$ cat config.mk
export PLATFORM = sky130hd
export DESIGN_NAME = ebr_buffer_manager
export DESIGN_NICKNAME = d
export VERILOG_FILES = /design/src/ebr_pkg.sv /design/src/ebr_buffer_manager.sv
export SDC_FILE = /design/constraint.sdc
export NUM_CORES = 1
export LEC_CHECK = 0
export BUFFER_PORTS_ARGS = -buffer_cell sky130_fd_sc_hd__buf_4
export CORE_MARGIN = 4
export CORE_UTILIZATION = 35
export DETAILED_ROUTE_END_ITERATION = 8
export SYNTH_ARGS = -nofsm -noshare
export SYNTH_HDL_FRONTEND = slang
export SYNTH_SLANG_ARGS = --single-unit
export TNS_END_PERCENT = 10
$ cat constraint.sdc
create_clock -name i_clk -period 8.05 [get_ports i_clk]
set_input_delay 1.61 -clock i_clk [delete_from_list [all_inputs] [get_ports i_clk]]
set_output_delay 1.61 -clock i_clk [all_outputs]
set_load 0.01 [all_outputs]
$ cat src/ebr_pkg.sv
package ebr_pkg;

    // widths
    localparam int ADDR_W = 32;
    localparam int DATA_W = 32;

    // parameter block fetch: two words per bus ownership period,
    // 8 words (4 periods) wide, 6 words (3 periods) narrow
    localparam logic [2:0] LAST_WORD_WIDE   = 3'h7;
    localparam logic [2:0] LAST_WORD_NARROW = 3'h5;
    localparam logic [1:0] WORD_BYTES_SH    = 2'h0;

    // word positions inside the parameter block
    localparam logic [2:0] WIDE_MODE_WORD  = 3'h0;
    localparam logic [2:0] WIDE_RX_WORD    = 3'h5;
    localparam logic [2:0] WIDE_TX_WORD    = 3'h6;
    localparam logic [2:0] NAR_MODE_WORD   = 3'h0;
    localparam logic [2:0] NAR_RX_WORD     = 3'h2;
    localparam logic [2:0] NAR_TX_WORD     = 3'h3;
    localparam int         WIDE_RX_LEN_LSB = 20;
    localparam int         WIDE_TX_LEN_LSB = 28;
    localparam int         NAR_LEN_LSB     = 29;
    localparam int         NAR_BASE_W      = 24;

    // descriptor entry size and ring length caps (log2 entries)
    localparam logic [31:0] ENTRY_WIDE     = 32'h0000_0010;
    localparam logic [31:0] ENTRY_NARROW   = 32'h0000_0008;
    localparam logic [3:0]  LEN_CAP_WIDE   = 4'h9;
    localparam logic [3:0]  LEN_CAP_NARROW = 4'h7;

    // reset values
    localparam logic [16:0] POLL_DEFAULT   = 17'h1_0000;
    localparam logic [15:0] LEN_RESET      = 16'h0001;

    // mode register bits
    localparam int MODE_RX_DIS = 0;
    localparam int MODE_TX_DIS = 1;

    // primary control/status bit positions
    localparam int ST_BIT_INIT   = 0;
    localparam int ST_BIT_RUN    = 1;
    localparam int ST_BIT_STOP   = 2;
    localparam int ST_BIT_TX_ACT = 4;
    localparam int ST_BIT_RX_ACT = 5;
    localparam int ST_BIT_IRQ_EN = 6;
    localparam int ST_BIT_DONE   = 8;

    typedef enum logic [2:0] {
        S_IDLE  = 3'b000,
        S_FETCH = 3'b001,
        S_WAIT  = 3'b010,
        S_GAP   = 3'b011,
        S_LOAD  = 3'b100,
        S_RUN   = 3'b101,
        S_STOP  = 3'b110
    } ebr_state_e;

    typedef enum logic [2:0] {
        DS_MODE    = 3'b000,
        DS_RX_BASE = 3'b001,
        DS_TX_BASE = 3'b010,
        DS_RX_LEN  = 3'b011,
        DS_TX_LEN  = 3'b100,
        DS_POLL    = 3'b101
    } ebr_dsel_e;

    typedef struct packed {
        logic [15:0]       idx;
        logic [ADDR_W-1:0] cur;
        logic [ADDR_W-1:0] nxt;
    } ebr_ptr_s;

    typedef struct packed {
        logic              req;
        logic [ADDR_W-1:0] addr;
    } ebr_mreq_s;

endpackage

$ cat src/ebr_buffer_manager.sv
`timescale 1ns/10ps
// Functional notes
// - state machine steps at half clock rate
// - initialize request fetches parameter block
// - two words per bus ownership period
// - set done flag, interrupt if enabled
// - block address from low/high halves
// - direct programming; fetch overwrites it
// - mode disable bits gate rx/tx active
// - stop then run reloads ring pointers
// - entry is 16 or 8 bytes
// - fetched lengths capped, direct up to 65535
// - descriptor ownership bit one means device
// - only owner may write a descriptor
// - load current and next from ring base
// - structure select picks 16 or 32 bit
// - rx active bit 5, tx bit 4
// - poll interval defaults to 65536 periods
module ebr_buffer_manager
    import ebr_pkg::*;
#(
    parameter logic [16:0] P_POLL_DEFAULT = ebr_pkg::POLL_DEFAULT
)(
    input  wire logic                   i_clk,
    input  wire logic                   i_srst,
    input  wire logic                   i_init_req,
    input  wire logic                   i_run_request,
    input  wire logic                   i_stop_req,
    input  wire logic                   i_irq_enable,
    input  wire logic                   i_wide_structures_select,
    input  wire logic [15:0]            i_param_addr_low_reg,
    input  wire logic [15:0]            i_param_addr_high_reg,
    input  wire logic                   i_dir_we,
    input  wire ebr_pkg::ebr_dsel_e     i_dir_sel,
    input  wire logic [31:0]            i_dir_data,
    input  wire logic                   i_done_clr,
    input  wire logic                   i_rx_fault,
    input  wire logic                   i_tx_fault,
    input  wire logic                   i_rx_advance,
    input  wire logic                   i_tx_advance,
    input  wire logic                   i_mem_ack,
    input  wire logic [31:0]            i_mem_rdata,
    output ebr_pkg::ebr_mreq_s          o_mem,
    output logic                        o_arb_req,
    output logic                        o_setup_done_flag,
    output logic                        o_irq,
    output logic                        o_receiver_active,
    output logic                        o_transmitter_active,
    output logic [15:0]                 o_primary_ctrl_status_reg,
    output logic [15:0]                 o_mode_reg,
    output logic [16:0]                 o_poll_interval_reg,
    output ebr_pkg::ebr_ptr_s           o_rx_ptr,
    output ebr_pkg::ebr_ptr_s           o_tx_ptr
);
    import ebr_pkg::*;

    if (P_POLL_DEFAULT == 17'h0_0000)
    begin : g_chk
        $error("poll default must be non-zero");
    end

    // ring length from a log2 field, clamped to the structure's cap
    function automatic logic [15:0] ring_len(input logic [3:0] f,
                                             input logic [3:0] cap);
        logic [3:0] e;
        e = (f > cap) ? cap : f;
        return 16'h0001 << e;
    endfunction

    // next entry address; the last entry points back at the base
    function automatic ebr_ptr_s ptr_step(input ebr_ptr_s p,
                                          input logic [15:0] len,
                                          input logic [31:0] base,
                                          input logic [31:0] esz);
        ebr_ptr_s r;
        logic     last;
        last = (len <= 16'h0001) || (p.idx >= len - 16'h0001);
        r.idx = last ? 16'h0000 : p.idx + 16'h0001;
        r.cur = last ? base : p.cur + esz;
        r.nxt = ((len <= 16'h0001) || (r.idx == len - 16'h0001))
              ? base : r.cur + esz;
        return r;
    endfunction

    function automatic ebr_ptr_s ptr_load(input logic [15:0] len,
                                          input logic [31:0] base,
                                          input logic [31:0] esz);
        ebr_ptr_s r;
        r.idx = 16'h0000;
        r.cur = base;
        r.nxt = (len <= 16'h0001) ? base : base + esz;
        return r;
    endfunction

    ebr_state_e  state;
    ebr_state_e  next_state;
    logic        ce;
    logic        init_pend;
    logic        run_pend;
    logic        stop_pend;
    logic        fetched;
    logic [2:0]  word_idx;
    logic        word_ok;
    logic [31:0] word;
    logic [31:0] rx_base;
    logic [31:0] tx_base;
    logic [15:0] rx_len;
    logic [15:0] tx_len;
    logic        rx_shut;
    logic        tx_shut;
    logic [31:0] mem_addr;

    // selection and decode
    wire         wide      = i_wide_structures_select;
    wire [31:0]  esz       = wide ? ENTRY_WIDE : ENTRY_NARROW;
    wire [3:0]   len_cap   = wide ? LEN_CAP_WIDE : LEN_CAP_NARROW;
    wire [2:0]   last_word = wide ? LAST_WORD_WIDE : LAST_WORD_NARROW;
    wire [31:0]  blk_base  = {i_param_addr_high_reg,
                              i_param_addr_low_reg};
    wire         apply     = ce && state == S_WAIT && word_ok;
    wire         run_now   = state == S_RUN;
    wire [2:0]   mode_word = wide ? WIDE_MODE_WORD : NAR_MODE_WORD;
    wire [2:0]   rx_word   = wide ? WIDE_RX_WORD : NAR_RX_WORD;
    wire [2:0]   tx_word   = wide ? WIDE_TX_WORD : NAR_TX_WORD;
    wire [3:0]   rx_lfield = wide ? word[WIDE_RX_LEN_LSB +: 4]
                                  : {1'b0, word[NAR_LEN_LSB +: 3]};
    wire [3:0]   tx_lfield = wide ? word[WIDE_TX_LEN_LSB +: 4]
                                  : {1'b0, word[NAR_LEN_LSB +: 3]};
    wire [31:0]  word_base = wide ? word
                           : {8'h00, word[NAR_BASE_W-1:0]};

    // half-rate enable for the state machine
    always_ff @(posedge i_clk)
    begin
        ce <= i_srst ? 1'b0 : ~ce;
    end

    // requests arrive at full rate and wait for the next step;
    // a new pulse in the consuming cycle is kept
    always_ff @(posedge i_clk)
    begin
        if (i_srst)
        begin
            init_pend <= 1'b0;
            run_pend  <= 1'b0;
            stop_pend <= 1'b0;
        end
        else
        begin
            init_pend <= i_init_req | (init_pend & ~ce);
            run_pend  <= i_run_request | (run_pend & ~ce);
            stop_pend <= i_stop_req | (stop_pend & ~ce);
        end
    end

    // init beats stop beats run; run from idle or stop goes straight to load
    always_comb
    begin
        next_state = state;
        unique case (state)
            S_IDLE:  if (run_pend) next_state = S_LOAD;
            S_FETCH: next_state = S_WAIT;
            S_WAIT:
                if (word_ok)
                    next_state = (word_idx == last_word) ? S_LOAD
                               : word_idx[0] ? S_GAP : S_FETCH;
            S_GAP:   next_state = S_FETCH;
            S_LOAD:  next_state = S_RUN;
            S_RUN:   next_state = S_RUN;
            S_STOP:  if (run_pend) next_state = S_LOAD;
        endcase
        if (stop_pend)
            next_state = S_STOP;
        if (init_pend)
            next_state = S_FETCH;
    end

    always_ff @(posedge i_clk)
    begin
        if (i_srst)
            state <= S_IDLE;
        else if (ce)
            state <= next_state;
    end

    // fetch sequencing: word counter, address, fetched marker
    always_ff @(posedge i_clk)
    begin
        if (i_srst)
        begin
            word_idx    <= 3'h0;
            mem_addr    <= 32'h0000_0000;
            fetched     <= 1'b0;
        end
        else if (ce)
        begin
            if (init_pend)
            begin
                word_idx <= 3'h0;
                fetched  <= 1'b1;
            end
            else if (state == S_STOP || state == S_IDLE)
                fetched  <= 1'b0;
            else if (apply)
                word_idx <= word_idx + 3'h1;
            if (state == S_FETCH)
                mem_addr <= blk_base
                          + {27'h0, word_idx, WORD_BYTES_SH};
        end
    end

    // capture each fetched word; ack may land on either phase
    always_ff @(posedge i_clk)
    begin
        if (i_srst || state != S_WAIT)
            word_ok <= 1'b0;
        else if (i_mem_ack && !word_ok)
        begin
            word_ok <= 1'b1;
            word    <= i_mem_rdata;
        end
    end

    // bus ownership drops between each pair of words
    // one driver for the whole request struct; address from a flop
    assign o_mem = '{req:  state == S_WAIT && !word_ok,
                     addr: mem_addr};
    assign o_arb_req = state == S_FETCH || state == S_WAIT;

    // operating registers: fetched words overwrite direct writes
    always_ff @(posedge i_clk)
    begin
        if (i_srst)
        begin
            o_mode_reg          <= 16'h0000;
            rx_base             <= 32'h0000_0000;
            tx_base             <= 32'h0000_0000;
            rx_len              <= LEN_RESET;
            tx_len              <= LEN_RESET;
            o_poll_interval_reg <= P_POLL_DEFAULT;
        end
        else if (apply)
        begin
            if (word_idx == mode_word)
                o_mode_reg <= word[15:0];
            if (word_idx == mode_word && wide)
            begin
                rx_len <= ring_len(rx_lfield, len_cap);
                tx_len <= ring_len(tx_lfield, len_cap);
            end
            if (word_idx == rx_word)
                rx_base <= word_base;
            if (word_idx == rx_word && !wide)
                rx_len  <= ring_len(rx_lfield, len_cap);
            if (word_idx == tx_word)
                tx_base <= word_base;
            if (word_idx == tx_word && !wide)
                tx_len  <= ring_len(tx_lfield, len_cap);
        end
        else if (ce && init_pend)
            o_poll_interval_reg <= P_POLL_DEFAULT;
        else if (i_dir_we)
        begin
            unique case (i_dir_sel)
                DS_MODE:    o_mode_reg <= i_dir_data[15:0];
                DS_RX_BASE: rx_base    <= i_dir_data;
                DS_TX_BASE: tx_base    <= i_dir_data;
                DS_RX_LEN:  rx_len     <= i_dir_data[15:0];
                DS_TX_LEN:  tx_len     <= i_dir_data[15:0];
                DS_POLL:    o_poll_interval_reg <= i_dir_data[16:0];
                default:    o_mode_reg <= o_mode_reg;
            endcase
        end
    end

    // ring pointers: reload on every (re)start, step on advance
    always_ff @(posedge i_clk)
    begin
        if (i_srst)
        begin
            o_rx_ptr <= '0;
            o_tx_ptr <= '0;
        end
        else if (ce && state == S_LOAD && next_state == S_RUN)
        begin
            o_rx_ptr <= ptr_load(rx_len, rx_base, esz);
            o_tx_ptr <= ptr_load(tx_len, tx_base, esz);
        end
        // an advance means the owner handed the entry back;
        // nothing here writes a descriptor field
        else if (run_now)
        begin
            if (i_rx_advance)
                o_rx_ptr <= ptr_step(o_rx_ptr, rx_len, rx_base,
                                     esz);
            if (i_tx_advance)
                o_tx_ptr <= ptr_step(o_tx_ptr, tx_len, tx_base,
                                     esz);
        end
    end

    // faults shut a section until the next load; fault wins over clear
    always_ff @(posedge i_clk)
    begin
        if (i_srst)
        begin
            rx_shut <= 1'b0;
            tx_shut <= 1'b0;
        end
        else
        begin
            rx_shut <= i_rx_fault | (rx_shut & ~(state == S_LOAD));
            tx_shut <= i_tx_fault | (tx_shut & ~(state == S_LOAD));
        end
    end

    // status flags; a new completion beats a software clear
    always_ff @(posedge i_clk)
    begin
        if (i_srst)
        begin
            o_setup_done_flag    <= 1'b0;
            o_irq                <= 1'b0;
            o_receiver_active    <= 1'b0;
            o_transmitter_active <= 1'b0;
        end
        else
        begin
            o_setup_done_flag <= (ce && state == S_LOAD && fetched
                                 && next_state == S_RUN)
                              | (o_setup_done_flag & ~i_done_clr);
            o_irq <= o_setup_done_flag & i_irq_enable;
            o_receiver_active <= run_now && !rx_shut
                              && !o_mode_reg[MODE_RX_DIS];
            o_transmitter_active <= run_now && !tx_shut
                              && !o_mode_reg[MODE_TX_DIS];
        end
    end

    // status word is a plain view of registered state plus the irq enable input
    always_comb
    begin
        o_primary_ctrl_status_reg              = 16'h0000;
        o_primary_ctrl_status_reg[ST_BIT_INIT] = fetched && !run_now;
        o_primary_ctrl_status_reg[ST_BIT_RUN]  = run_now;
        o_primary_ctrl_status_reg[ST_BIT_STOP] = state == S_STOP;
        o_primary_ctrl_status_reg[ST_BIT_TX_ACT] =
            o_transmitter_active;
        o_primary_ctrl_status_reg[ST_BIT_RX_ACT] = o_receiver_active;
        o_primary_ctrl_status_reg[ST_BIT_IRQ_EN] = i_irq_enable;
        o_primary_ctrl_status_reg[ST_BIT_DONE] = o_setup_done_flag;
    end

    property p_half_rate;
        @(posedge i_clk) disable iff (i_srst)
        (state != $past(state)) |-> $past(ce);
    endproperty
    a_half_rate: assert property (p_half_rate)
        else $error("state moved off the half-rate step");

    property p_init_fetch;
        @(posedge i_clk) disable iff (i_srst)
        (ce && init_pend) |=> state == S_FETCH ##2 o_mem.req;
    endproperty
    a_init_fetch: assert property (p_init_fetch)
        else $error("initialize did not start a fetch");

    property p_pair_gap;
        @(posedge i_clk) disable iff (i_srst)
        (state == S_GAP) |-> word_idx[0] == 1'b0 && !o_arb_req;
    endproperty
    a_pair_gap: assert property (p_pair_gap)
        else $error("bus released off a word pair");

    property p_done;
        @(posedge i_clk) disable iff (i_srst)
        (ce && state == S_LOAD && fetched && !init_pend && !stop_pend)
        |=> o_setup_done_flag ##1 (o_irq == i_irq_enable);
    endproperty
    a_done: assert property (p_done)
        else $error("done flag or interrupt missing");

    property p_addr;
        @(posedge i_clk) disable iff (i_srst)
        (ce && state == S_FETCH && !init_pend && !stop_pend)
        |=> o_mem.addr == {i_param_addr_high_reg, i_param_addr_low_reg}
            + {27'h0, word_idx, 2'h0};
    endproperty
    a_addr: assert property (p_addr)
        else $error("fetch address wrong");

    property p_rx_on;
        @(posedge i_clk) disable iff (i_srst)
        o_receiver_active |-> !$past(o_mode_reg[MODE_RX_DIS])
                              && $past(state) == S_RUN;
    endproperty
    a_rx_on: assert property (p_rx_on)
        else $error("receiver active while disabled");

    property p_reload;
        @(posedge i_clk) disable iff (i_srst)
        (ce && state == S_LOAD && !init_pend && !stop_pend)
        |=> o_rx_ptr.cur == rx_base && o_tx_ptr.cur == tx_base
            && o_rx_ptr.idx == 16'h0000;
    endproperty
    a_reload: assert property (p_reload)
        else $error("pointers not reloaded from ring base");

    property p_wrap;
        @(posedge i_clk) disable iff (i_srst)
        (run_now && i_rx_advance && !ce && o_rx_ptr.idx == rx_len - 16'h1)
        |=> o_rx_ptr.cur == rx_base && o_rx_ptr.idx == 16'h0000;
    endproperty
    a_wrap: assert property (p_wrap)
        else $error("ring did not wrap to base");

    property p_step;
        @(posedge i_clk) disable iff (i_srst)
        (run_now && i_tx_advance && !ce && o_tx_ptr.idx + 16'h1 < tx_len)
        |=> o_tx_ptr.cur == $past(o_tx_ptr.cur) + $past(esz);
    endproperty
    a_step: assert property (p_step)
        else $error("entry step size wrong");

endmodule

==> impl_results.md <==
- Most common cell after layout, fill and taps aside: nor2_1
- Power Density: about 170 nW/um^2
- Area contributors post-synth: dfxtp_1, nor2_1, xnor2_1, nand2_1, a21oi_1
- RSZ-0062 raised after global routing: no
- Setup slack, reg-to-reg: 1.49 ns
- Slew HR: roughly a fifth
- Initial antenna violation count: 7
- Critical path startpoint category: flip-flop
- # nets final: 3467
- Hold Fails Final Rpt: 0
- Top_reg_cell synth: dfxtp_1
- DR vias: 25200
- CTS buffer count: 47
- Crit path time final: ~6.6 ns
- Initial core utilization: 35.3%
- DR pass1 iterations: 7
- Syn Inst Count: slightly above 3000
- Vias in the first global route: 23400
- Reg clk slew, reported paths: 0.06 ns
- Worst Skew: 0.0248 ns
- Compound-Gate Fraction of Synth Area: 23.5%
- Status: finished clean
- I/O Buffers: 350
- Worst flop-to-flop path startpoint: rx_len[6]
- Hold Startpoint: tx_shut
- Synth Warn #: 0
- Vias per inst: 5.92
- Setup Fix Bufs, Post-CTS: 0
- # H-tree levels: 2
- Max-cap violations: 0
- Ports: 360
- FF+latch count, synth: 371
- Gr usage total: 26.2%
- # fillers: 7030
- Sequential fraction of the synthesis area: 32.0%
- CTS tree: built
- Synth Area in Simple Gates: 24.3%
- Syn Area/Cell: 7.77 um^2
- Flop pwr share: 39.0%
- Core area: 68600 um^2
- Synth Area in Adders: roughly 3.5%
- Hold Path End: o_transmitter_active
- Chip Width: 271 um
- Post-synth cell types: 93
- P_sw: between 1.5 and 2 mW
- Grt ovf: 0
- Critical path class: reg2reg
- Area delta synth->final: 19.2%
- Crit path from: rx_len[6]
- Routed WL: a little over 100000 um
- Root Buffer: clkbuf_16
- Clock power frac: between 40 and 50%
- First-pass GRT wire length: 151000 um
- Net Sw Frac: 30.1%
- # setup viols final: 0
- Logic pwr share: 16.6%
- Min-Delay Path Class: reg2reg
- Yosys top cell area share: 28.0%
- Slew @ Worst Pin: approximately 1.2 ns
- Reg area: 7750 um^2
- XOR/XNOR Fraction of Synth Area: 8.21%
- Share of layout cells above drive strength 1: 15.6%
- Row cnt: 96
- Drt wl/cell: 23.7 um
- Top Registers: o_rx_ptr: 80 flops, o_tx_ptr: 80 flops
- Count of final max-slew check failures: 0
- Hold_ws: around 0.42 ns
- Final setup TNS: 0 ns
- Reg-to-reg critical path endpoint: o_rx_ptr[26]
- Most frequent cells in the layout: nor2_1, buf_4, dfxtp_1
- WP data required: 8.51 ns
- Post-cts sizing count: 0
- Largest net degree at the start of global routing: 181
- Cell depth of the worst min-delay path: 1
- Multi-input gate area: 15200 um^2
- Leak Pwr: about 10 nW
- Largest family of logic cells by synthesized area: simple AND/OR/NAND/NOR gates
- # hold bufs at CTS: 0
- Die area: 73500 um^2
- Tot Pwr: 5.00 mW
- Maximum vdd drop: 0.135 mV
- Critical path endpoint category: flip-flop
- Netlist Area Pre-Place: 24200 um^2
- Crit Path Max Fanout: 15
- Mux contribution to synthesized area: 3.00%
- DP HPWL: 73900 um
- CP arrival: 7.02 ns
- Clk buf depth: 3
- Pint: around 3.5 mW
- Number of synthesized flops with an enable pin: 32
- Clock sinks: 371
- Synth area leader: dfxtp_1
- Reg2Reg Depth: 18
- Die span in y: 271 um
- F_max: ~150 MHz
- Clk_lat worst skew: ~0.60 ns
- Detailed Route Iter0 Violations: around 3200
- Gpl congestion: 0.972
- Final Cycle Share: 81.4%
- Async SR Flop Fraction: 0%
- DRC Markers: 0
- Post-route ant nets: 0
[per-stage QoR]
step                worst slack (ns)  util, %  cells  area (um^2)
global route                   0.952     42.1   4259        28900
CTS                             1.63     42.1   4259        28900
floorplan                       1.73        -   3126        24300
detailed placement              1.65     39.8   4174        27300
global placement                1.72     39.8   4174        27300
finish                          1.49     42.1   4260        28900
[worst max path at each step]
stage / slack, ns / cells past startpoint / endpoint
2_1_floorplan: 1.73 / 28 / o_tx_ptr[21]
3_3_place_gp: 1.72 / 18 / o_rx_ptr[26]
3_5_place_dp: 1.65 / 18 / o_rx_ptr[26]
4_1_cts: 1.63 / 18 / o_rx_ptr[26]
5_1_grt: 0.95 / 21 / o_tx_ptr[25]
6_report: 1.49 / 18 / o_rx_ptr[26]
[cell type report]
| type | instances | share of cell area (%) |
|---|---|---|
| Inverter | 57 | 0.741 |
| Multi-Input combinational cell | 2428 | 52.7 |
| Clock buffer | 65 | 4.70 |
| Sequential cell | 371 | 26.8 |
| Timing Repair Buffer | 387 | 10.1 |
| Clock inverter | 20 | 0.832 |
| Tap cell | 931 | 4.03 |
| Antenna cell | 1 | 0.00867 |
[critical path: stages, from the launching register on]
cell and delay, ns:
dfxtp_1 0.35, nor4_1 0.87, nand2_1 0.40, or2_2 0.41, and2_1 0.18, ha_1 0.30, nand4_1 0.15, a2bb2oi_1 0.71
and3_2 0.58, o21ai_0 0.24, ha_1 0.35, a21o_1 0.15, nand4_1 0.12, o22ai_2 0.45, and3_1 0.37, nand3_1 0.15
a311oi_1 0.36, xor2_1 0.18, o211ai_1 0.10
[layer usage]
layer  vias up  global-route usage, %  part of all wire, %
met3       195                   6.70                   10
met5         -                      0                0.036
met4         6                   8.19                  3.3
met1     11900                   35.0                   42
li1      11800                      -                    -
met2      1290                   41.6                   45
[cell usage after synthesis, types with 55 or more instances]
cell type	n
xnor2_1	124
o21ai_0	143
clkbuf_1	207
ha_1	55
xor2_1	98
nand3_1	128
dfxtp_1	339
nor2_1	400
a21oi_1	192
nor3_1	96
a211oi_1	126
inv_1	55
nand4_1	63
nand2_1	265
mux2i_1	59
[power groups by stage]
| stage | logic, mW | registers, mW | clock network, mW |
|---|---|---|---|
| finish | 0.830 | 1.95 | 2.22 |
| global route | 0.884 | 1.95 | 2.33 |
| CTS | 0.810 | 1.95 | 2.27 |
| detailed placement | 0.807 | 1.99 | 0 |
| global placement | 0.813 | 1.99 | 0 |
| floorplan | 0.530 | 1.96 | 0 |
[cells by family (layout without fill, tap and decap cells)]
kind of cell / count (synthesis) / count (layout)
mux: 71 / 71
simple gates: 1224 / 1224
flops: 371 / 371
xor+xnor: 224 / 224
other cells: 1 / 10
fa+ha+maj: 63 / 63
compound gates: 837 / 837
buf+inv: 327 / 529
No activity file was read; power rests on OpenSTA's default activity.
